<file path="src/core/imt_pkg.sv">
package imt_pkg;

  // ****************************************
  // table geometry and reset values
  // ****************************************
  localparam int TABLE_ENTRIES = 24;
  localparam int NUM_PORTS = 3;
  localparam logic [15:0] BURST_RESET = 16'h0600;
  localparam logic [15:0] RATE_RESET = 16'h0014;
  localparam logic [31:0] COUNT_RESET = 32'h0000_0000;
  localparam logic [31:0] COUNT_MAX = 32'hffff_ffff;

  // ****************************************
  // register numbers on the management port
  // ****************************************
  localparam logic [15:0] REG_CONFIG = 16'h184a;
  localparam logic [15:0] REG_COMMAND = 16'h184b;
  localparam logic [15:0] REG_STATUS = 16'h184c;
  localparam logic [15:0] REG_WDATA = 16'h184d;
  localparam logic [15:0] REG_RDATA = 16'h184e;
  localparam logic [15:0] REG_FCOUNT0 = 16'h1850;
  localparam logic [15:0] REG_FCOUNT1 = 16'h1851;
  localparam logic [15:0] REG_FCOUNT2 = 16'h1852;

  // ****************************************
  // field positions and reset values of fields
  // ****************************************
  localparam int CMD_RNW_BIT = 7;
  localparam int CMD_TYPE_LSB = 5;
  localparam int CMD_ADDR_LSB = 0;
  localparam int CFG_EN_BIT = 0;
  localparam int CFG_MODE_LSB = 1;
  localparam int STS_PEND_BIT = 0;
  localparam logic [7:0] CMD_RESET = 8'h00;
  localparam logic [2:0] CFG_RESET = 3'h0;
  localparam logic [15:0] DATA_RESET = 16'h0000;

  // ****************************************
  // timing
  // ****************************************
  localparam int RATE_UNIT_NS = 20;
  localparam int CLK_PERIOD_NS = 5;
  localparam int CYCLES_PER_UNIT = (RATE_UNIT_NS + CLK_PERIOD_NS - 1) / CLK_PERIOD_NS;
  localparam logic [1:0] ACCESS_WAIT = 2'h1;

  // ****************************************
  // codes
  // ****************************************
  typedef enum logic [1:0] {
    TYPE_RSVD = 2'h0, TYPE_RATE = 2'h1, TYPE_CBURST = 2'h2, TYPE_EBURST = 2'h3
  } imt_type_t;
  typedef enum logic [1:0] {
    MODE_PORT_PRI = 2'h0, MODE_PORT = 2'h1, MODE_PRI = 2'h2, MODE_RSVD = 2'h3
  } imt_mode_t;
  localparam logic [1:0] COLOR_GREEN = 2'h0;
  localparam logic [1:0] COLOR_YELLOW = 2'h1;
  localparam logic [1:0] COLOR_RED = 2'h2;

  // entry index of a flow under the selected rate mode
  function automatic logic [4:0] tableIndex(input imt_mode_t mode, input logic [1:0] port,
                                            input logic [2:0] pri);
    unique case (mode)
      MODE_PORT_PRI: tableIndex = {port, pri};
      MODE_PORT: tableIndex = {3'h0, port};
      MODE_PRI: tableIndex = {2'h0, pri};
      default: tableIndex = 5'h00;
    endcase
  endfunction

  // one token of refill; a level above the limit is left alone until spent below it
  function automatic logic [15:0] capBucket(input logic [15:0] level, input logic [15:0] limit);
    if (level >= limit) begin
      capBucket = level;
    end else begin
      capBucket = level + 16'h0001;
    end
  endfunction

endpackage

</file>
<file path="src/core/imt_filter_counter.sv">
`timescale 1ns/100ps
module imt_filter_counter
  import imt_pkg::*;
(
  input wire logic clk,
  input wire logic reset_n,
  input wire logic countEvent,
  input wire logic readClear,
  output logic [31:0] count
);

  // ****************************************
  // saturating clear-on-read count
  // ****************************************
  always_ff @(posedge clk) begin
    if (!reset_n) begin
      count <= COUNT_RESET;
    end else if (readClear) begin
      count <= countEvent ? 32'h0000_0001 : COUNT_RESET;
    end else if (countEvent && count != COUNT_MAX) begin
      count <= count + 32'h0000_0001;
    end
  end
endmodule // imt_filter_counter

</file>
<file path="src/core/imt_meter_table.sv">
`timescale 1ns/100ps
module imt_meter_table
  import imt_pkg::*;
(
  input wire logic clk,
  input wire logic reset_n,
  input wire logic wrEn,
  input imt_pkg::imt_type_t selType,
  input wire logic [4:0] selAddr,
  input wire logic [15:0] wrData,
  output logic [15:0] rdData,
  input wire logic [4:0] lookupIdx,
  output logic [15:0] lookupRate,
  output logic [15:0] committedBurst,
  output logic [15:0] excessBurst
);

  logic [15:0] rateEntry_q [TABLE_ENTRIES];
  wire addrOk = selAddr < 5'(TABLE_ENTRIES);
  wire lookupOk = lookupIdx < 5'(TABLE_ENTRIES);

  // ****************************************
  // indirect read selection and lookup
  // ****************************************
  assign rdData = (selType == TYPE_RATE && addrOk) ? rateEntry_q[selAddr] :
                  (selType == TYPE_CBURST) ? committedBurst :
                  (selType == TYPE_EBURST) ? excessBurst : DATA_RESET;
  assign lookupRate = lookupOk ? rateEntry_q[lookupIdx] : RATE_RESET;

  // storage of 24 rate entries and two burst sizes
  always_ff @(posedge clk) begin
    if (!reset_n) begin
      for (int i = 0; i < TABLE_ENTRIES; i++) begin
        rateEntry_q[i] <= RATE_RESET;
      end
      committedBurst <= BURST_RESET;
      excessBurst <= BURST_RESET;
    end else if (wrEn) begin
      if (selType == TYPE_RATE && addrOk) begin
        rateEntry_q[selAddr] <= wrData;
      end
      if (selType == TYPE_CBURST) begin
        committedBurst <= wrData;
      end
      if (selType == TYPE_EBURST) begin
        excessBurst <= wrData;
      end
    end
  end
endmodule // imt_meter_table

</file>
<file path="src/core/imt_meter_access.sv">
`timescale 1ns/100ps
module imt_meter_access
  import imt_pkg::*;
(
  input wire logic clk,
  input wire logic reset_n,
  input wire logic [15:0] regAddr,
  input wire logic regWrite,
  input wire logic regRead,
  input wire logic [31:0] regWdata,
  output logic [31:0] regRdata,
  output logic regRdValid,
  input wire logic [2:0] filterDiscard,
  input wire logic pktValid,
  input wire logic [1:0] pktPort,
  input wire logic [2:0] pktPriority,
  input wire logic [15:0] pktLength,
  output logic [1:0] pktColor,
  output logic pktColorValid,
  output logic [15:0] committedLevel,
  output logic [15:0] excessLevel
);

  typedef enum logic [2:0] {
    ST_IDLE = 3'b001, ST_WAIT = 3'b010, ST_DONE = 3'b100
  } imt_state_t;

  // ****************************************
  // state
  // ****************************************
  imt_state_t state_q, state_d;
  logic [1:0] waitCnt_q;
  logic [7:0] command_q;
  logic [2:0] config_q;
  logic [15:0] writeData_q;
  logic [15:0] readData_q;
  logic [4:0] flowIdx_q;
  logic [19:0] byteTimer_q;
  logic [15:0] tableRdData;
  logic [15:0] flowRate;
  logic [15:0] committedBurst;
  logic [15:0] excessBurst;
  logic [31:0] filterCount [NUM_PORTS];
  logic [31:0] readMux;

  // ****************************************
  // register decode
  // ****************************************
  wire isIdle = state_q == ST_IDLE;
  wire pending = !isIdle;
  wire wrConfig = regWrite && regAddr == REG_CONFIG;
  wire wrCommand = regWrite && regAddr == REG_COMMAND;
  wire wrWdata = regWrite && regAddr == REG_WDATA;
  wire cmdAccept = wrCommand && isIdle;
  wire cmdRead = command_q[CMD_RNW_BIT];
  wire [1:0] cmdTypeBits = command_q[CMD_TYPE_LSB +: 2];
  wire [4:0] cmdAddr = command_q[CMD_ADDR_LSB +: 5];
  wire imt_type_t cmdType = imt_type_t'(cmdTypeBits);
  wire tableWrite = state_q == ST_DONE && !cmdRead;
  wire tableCapture = state_q == ST_DONE && cmdRead;
  wire meterEnable = config_q[CFG_EN_BIT];
  wire [1:0] modeBits = config_q[CFG_MODE_LSB +: 2];
  wire imt_mode_t rateMode = imt_mode_t'(modeBits);
  wire [2:0] clearCount;

  // read data selection; reserved bits are zero
  assign readMux = (regAddr == REG_CONFIG) ? {29'h0, config_q} :
                   (regAddr == REG_COMMAND) ? {24'h0, command_q} :
                   (regAddr == REG_STATUS) ? {31'h0, pending} :
                   (regAddr == REG_WDATA) ? {16'h0, writeData_q} :
                   (regAddr == REG_RDATA) ? {16'h0, readData_q} :
                   (regAddr == REG_FCOUNT0) ? filterCount[0] :
                   (regAddr == REG_FCOUNT1) ? filterCount[1] :
                   (regAddr == REG_FCOUNT2) ? filterCount[2] : 32'h0000_0000;

  // a counter read clears the counter at the same edge that samples it
  assign clearCount[0] = regRead && regAddr == REG_FCOUNT0;
  assign clearCount[1] = regRead && regAddr == REG_FCOUNT1;
  assign clearCount[2] = regRead && regAddr == REG_FCOUNT2;

  // ****************************************
  // table and counters
  // ****************************************
  imt_meter_table table_i (
    .clk(clk),
    .reset_n(reset_n),
    .wrEn(tableWrite),
    .selType(cmdType),
    .selAddr(cmdAddr),
    .wrData(writeData_q),
    .rdData(tableRdData),
    .lookupIdx(flowIdx_q),
    .lookupRate(flowRate),
    .committedBurst(committedBurst),
    .excessBurst(excessBurst)
  );

  for (genvar p = 0; p < NUM_PORTS; p++) begin : gCount
    imt_filter_counter count_i (
      .clk(clk),
      .reset_n(reset_n),
      .countEvent(filterDiscard[p]),
      .readClear(clearCount[p]),
      .count(filterCount[p])
    );
  end

  // ****************************************
  // register bus flops
  // ****************************************
  always_ff @(posedge clk) begin
    if (!reset_n) begin
      regRdata <= 32'h0000_0000;
      regRdValid <= 1'b0;
    end else begin
      regRdata <= regRead ? readMux : regRdata;
      regRdValid <= regRead;
    end
  end

  // software registers; command write only taken when no access is running
  always_ff @(posedge clk) begin
    if (!reset_n) begin
      config_q <= CFG_RESET;
      command_q <= CMD_RESET;
      writeData_q <= DATA_RESET;
    end else begin
      config_q <= wrConfig ? regWdata[2:0] : config_q;
      command_q <= cmdAccept ? regWdata[7:0] : command_q;
      writeData_q <= wrWdata ? regWdata[15:0] : writeData_q;
    end
  end

  // ****************************************
  // command sequencer
  // ****************************************
  always_comb begin
    state_d = state_q;
    unique case (state_q)
      ST_IDLE: state_d = cmdAccept ? ST_WAIT : ST_IDLE;
      ST_WAIT: state_d = (waitCnt_q == 2'h0) ? ST_DONE : ST_WAIT;
      ST_DONE: state_d = ST_IDLE;
      default: state_d = ST_IDLE;
    endcase
  end

  always_ff @(posedge clk) begin
    if (!reset_n) begin
      state_q <= ST_IDLE;
      waitCnt_q <= 2'h0;
    end else begin
      state_q <= state_d;
      waitCnt_q <= cmdAccept ? ACCESS_WAIT : (waitCnt_q - {1'b0, waitCnt_q != 2'h0});
    end
  end

  // read result capture
  always_ff @(posedge clk) begin
    if (!reset_n) begin
      readData_q <= DATA_RESET;
    end else if (tableCapture) begin
      readData_q <= tableRdData;
    end
  end

  // ****************************************
  // metering of arriving packets
  // ****************************************
  wire [16:0] rateUnits = {1'b0, flowRate} + 17'h0_0001;
  wire [19:0] rateInterval = 20'(rateUnits) * 20'(CYCLES_PER_UNIT);
  wire byteTick = byteTimer_q >= rateInterval - 20'h0_0001;
  wire meterPkt = pktValid && meterEnable;
  wire fitsCommitted = pktLength <= committedLevel;
  wire fitsExcess = pktLength <= excessLevel;
  wire [1:0] colorNext = !meterEnable ? COLOR_GREEN : fitsCommitted ? COLOR_GREEN :
                         fitsExcess ? COLOR_YELLOW : COLOR_RED;

  // one byte of credit per rate interval of the current flow
  always_ff @(posedge clk) begin
    if (!reset_n) begin
      byteTimer_q <= 20'h0_0000;
      flowIdx_q <= 5'h00;
    end else begin
      byteTimer_q <= byteTick ? 20'h0_0000 : byteTimer_q + 20'h0_0001;
      flowIdx_q <= pktValid ? tableIndex(rateMode, pktPort, pktPriority) : flowIdx_q;
    end
  end

  // buckets start full at the default and refill only up to the programmed size
  always_ff @(posedge clk) begin
    if (!reset_n) begin
      committedLevel <= BURST_RESET;
      excessLevel <= BURST_RESET;
    end else if (meterPkt && fitsCommitted) begin
      committedLevel <= committedLevel - pktLength;
    end else if (meterPkt && fitsExcess) begin
      excessLevel <= excessLevel - pktLength;
    end else if (byteTick) begin
      committedLevel <= capBucket(committedLevel, committedBurst);
      excessLevel <= capBucket(excessLevel, excessBurst);
    end
  end

  // colour result, one cycle after the packet
  always_ff @(posedge clk) begin
    if (!reset_n) begin
      pktColor <= COLOR_GREEN;
      pktColorValid <= 1'b0;
    end else begin
      pktColor <= pktValid ? colorNext : pktColor;
      pktColorValid <= pktValid;
    end
  end
endmodule // imt_meter_access

</file>
<file path="config.mk">
export PLATFORM = sky130hd
export DESIGN_NAME = imt_meter_access
export DESIGN_NICKNAME = d
export VERILOG_FILES = /design/src/core/imt_pkg.sv /design/src/core/imt_filter_counter.sv /design/src/core/imt_meter_table.sv /design/src/core/imt_meter_access.sv
export SDC_FILE = /design/constraint.sdc
export NUM_CORES = 2
export LEC_CHECK = 0
export BUFFER_PORTS_ARGS = -buffer_cell sky130_fd_sc_hd__buf_2
export CAP_MARGIN = 20
export CORE_AREA = 2 2 270 298
export CTS_BUF_LIST = sky130_fd_sc_hd__clkbuf_4 sky130_fd_sc_hd__clkbuf_8 sky130_fd_sc_hd__clkbuf_16
export DETAILED_ROUTE_END_ITERATION = 8
export DIE_AREA = 0 0 272 300
export PLACE_DENSITY = 0.81
export SYNTH_ARGS = -nofsm -noshare
export SYNTH_HDL_FRONTEND = slang
export SYNTH_SLANG_ARGS = --single-unit
</file>
<file path="constraint.sdc">
create_clock -name clk -period 6.6 [get_ports clk]
set_clock_uncertainty 0.15 [all_clocks]
set_input_delay 0.99 -clock clk [delete_from_list [all_inputs] [get_ports clk]]
set_output_delay 0.99 -clock clk [all_outputs]
set_load 0.01 [all_outputs]
</file>
==> key figures <==
Setup path
  • Worst R2R Path Depth: 27
  • Arrival @ worst endpoint: 6.88 ns
  • WS Path Type: flop to flop
  • Crit path capture type: flop
  • CP max FO: 15
  • Startpoint Class: flop
  • CP required: 7.03 ns

Detailed routing
  • Initial DRT Pass Iterations: 7
  • DRC viols: 0
  • Routed Antenna Nets: 0
  • Routed len/inst: 24.5 um
  • Via-per-instance ratio: 6.44
  • Vias: 32765
  • Drt total wl: 125000 um
  • Initial DRC count: 3935

GRT
  • Vias in the first global route: 32316
  • Most used routing layer in global routing: met2
  • GRT Total Usage: 30.1%
  • Met2 usage: 51.1%
  • Initial antenna violation count: 6
  • Global-route met1 utilization: 36.3%
  • Grt total ovfl: 0
  • M3 GR Usage: 6.26%
  • Largest net degree at the start of global routing: 88
  • Global-route wire length before repair: 188000 um

Placement
  • Post-Place Setup Slack: -0.221 ns
  • Detailed placer's ending HPWL: 85500 um
  • IO Port Bufs: 128
  • GPL Wtd Cong: 0.928

Worst hold path
  • Hold crit path type: flop to flop
  • Hold path depth: 2

Synthesis
  • Number of enable flip-flop cells after synthesis: 512
  • Top FF cell, synth: edfxtp_1
  • Async SR Flop Fraction: 0%
  • Top area cells in the synthesized netlist: edfxtp_1, mux4_2, dfxtp_1
  • Sequential cell area fraction in the yosys report: 48.9%
  • Yosys top cell area share: 35.9%
  • Post-Syn Area per Cell: 11.7 um2
  • Cell variety after synth: 94
  • Cell count after synthesis: 3676
  • Mapped cell area: 42900 um2
  • Synth warnings: 0
  • Leading area contributor after synthesis: edfxtp_1
  • Count of state elements after synthesis: 791

Clock network
  • Clock Path Buffers: 3
  • Cts bufs inserted: 82
  • Reg clk slew, reported paths: 0.07 ns
  • Clk_lat worst skew: 0.67 ns
  • CTS tree: done
  • Htree depth: 3
  • Cts hold-fix bufs: 0
  • CTS root buf: clkbuf_16
  • Clock sinks: 791

STA
  • Setup violators final: 0
  • Setup WS post-layout: 0.147 ns
  • Final Cycle Share: 97.8%
  • Fin. Hold Viols: 0
  • Worst-margin pin slew: 1.14 ns
  • Max-slew violations: 0
  • Hold WS: 0.307 ns
  • RSZ-0062 raised after global routing: true
  • Fmax achieved: 0.155 GHz
  • Slew margin rel.: 23.9%
  • Minimum clock period: 6.45 ns

Die
  • Die height: 300 um
  • IO Pins: 145
  • CORE AREA: 78500 um2
  • Initial Util: 54.6%
  • Row count: 108
  • Die width: 272 um
  • Die area: 81600 um2

Layout
  • Number of fill cells: 5728
  • Ratio of cells with drive above 1 in the final layout: 21.8%
  • Area Growth Syn to Fin: 15.0%
  • FF+latch area: 21000 um2
  • Post-layout nets: 4143
  • Area of the multi-input gates: 21100 um2

Power
  • Leakage: 17.5 nW
  • Max VDD drop: 203 uV
  • P per Cell Area: 235 nW/um2

Run status
  • Outcome: finished clean

Flow run
  • Max cap viols: 0
-- per-layer routing --
metal	vias up	share of wire [%]	wire [um]
met3	447	11	13600
met1	15855	35	43100
met5	-	0.038	48
li1	14214	-	-
met4	8	5.3	6640
met2	2241	49	61300
-- repair_timing --
action                                  CTS  global route
pin swaps                                 0            31
gates resized for setup                   4            52
gates cloned                              0             1
setup buffers                             6            16
endpoints found under the setup margin   26            47
-- registers in the layout, summed over array words and instances (netlist names), named ones only --
| name | cells |
|---|---|
| table_i.rateEntry_q | 512 |
| gCount.count_i.count | 96 |
| regRdata | 32 |
| byteTimer_q | 20 |
| committedLevel | 16 |
| excessLevel | 16 |
| readData_q | 16 |
| table_i.committedBurst | 16 |
| table_i.excessBurst | 16 |
| writeData_q | 16 |
| command_q | 8 |
| flowIdx_q | 5 |
| config_q | 3 |
| state_q | 3 |
| pktColor | 2 |
| waitCnt_q | 2 |
| pktColorValid | 1 |
| regRdValid | 1 |
-- path summary, 6_finish.rpt --
| kind | from | endpoint | slack [ns] |
|---|---|---|---|
| worst max-delay path | flop | committedLevel[10]$_SDFFE_PN1P_ | 0.15 |
| worst min-delay path | table_i.committedBurst[15]$_SDFFE_PN0P_ | table_i.committedBurst[15]$_SDFFE_PN0P_ | 0.31 |
| worst max register to register | flop | committedLevel[10]$_SDFFE_PN1P_ | 0.15 |
| worst min register to register | table_i.committedBurst[15]$_SDFFE_PN0P_ | table_i.committedBurst[15]$_SDFFE_PN0P_ | 0.31 |
-- layout by cell type, fill, tap and decap left out, drive strengths merged, types with 32 or more instances in the layout --
master / count
clkbuf: 100
mux4: 270
and3: 33
xnor2: 53
a21o: 32
o21ai: 143
inv: 88
a22oi: 45
a21oi: 139
nor2: 269
nor3: 49
xor2: 70
nand2: 292
mux2i: 132
buf: 359
edfxtp: 512
dfxtp: 279
nand4: 53
ha: 90
or3: 71
conb: 128
nand3: 107
and2: 355
-- power by group --
group | leakage (nW) | switching (mW) | internal (mW)
Clock | 1.40 | 2.11 | 2.85
Sequential | 7.25 | 0.117 | 5.42
Combinational | 8.84 | 0.604 | 0.490
-- through the flow --
step	utilization [%]	area [um2]	setup TNS [ns]	std cells	power, mW
after detailed placement	58.4	45800	-3.09	4904	6.64
after floorplan	-	43300	0	3803	6.24
after global routing	62.8	49300	-0.234	5088	11.9
after CTS	62.1	48800	0	5063	11.5
final	62.8	49300	0	5089	11.6
after global placement	58.3	45800	-0.0612	4899	6.60
-- Yosys cell counts (all sizes together), types with 15 or more instances --
cell type  number
a21o           32
a21oi         139
a22oi          45
a31oi          27
and2          355
and3           33
buf            72
clkbuf        200
dfxtp         279
edfxtp        512
ha             90
inv            84
mux2i         132
mux4          270
nand2         292
nand3         107
nand4          53
nor2          269
nor2b          26
nor3           49
nor4           17
o211ai         31
o21ai         143
or2            15
or3            71
xnor2          53
xor2           70
-- area by class of cell --
| class | instances | share of cell area (%) |
|---|---|---|
| diodes | 1 | 0.00508 |
| clock buffers | 100 | 4.53 |
| clock inverters | 53 | 1.36 |
| inverters | 85 | 0.652 |
| multi-input cells | 2655 | 42.9 |
| flip-flops and latches | 791 | 42.6 |
| well taps | 1045 | 2.65 |
| repair buffers | 359 | 5.39 |
-- cells by family (layout without fill, tap and decap cells) --
| logic type | Yosys count | count (layout) | share of synthesized area [%] |
|---|---|---|---|
| buffers and inverters | 357 | 597 | 3.63 |
| other | 1 | 129 | 0.00875 |
| AO/OA/AOI/OAI | 547 | 547 | 8.28 |
| adder cells (fa/ha/maj) | 92 | 92 | 2.72 |
| flip-flops | 791 | 791 | 48.9 |
| XOR/XNOR | 123 | 123 | 2.51 |
| AND/OR/NAND/NOR | 1358 | 1358 | 16.5 |
| multiplexers | 407 | 407 | 17.4 |
-- critical path: stages (launching register included) --
cell,delay [ns]
dfxtp_4,0.53
buf_4,0.30
mux2i_1,0.16
a22oi_1,0.22
nand3_1,0.25
and3_1,0.28
buf_4,0.14
a2111o_1,0.39
a211oi_2,0.28
o211ai_2,0.14
nor4_4,0.34
nor3b_4,0.28
nand2_2,0.09
xnor2_2,0.14
ha_1,0.30
a21o_1,0.12
a21o_1,0.17
a2111oi_4,0.06
nand2_1,0.09
a311oi_2,0.04
o21ai_1,0.09
a31oi_1,0.09
buf_4,0.20
a211o_4,0.29
or3_4,0.44
buf_6,0.16
or4_4,0.40
a32oi_1,0.23
No activity file was read; power rests on OpenSTA's default activity.
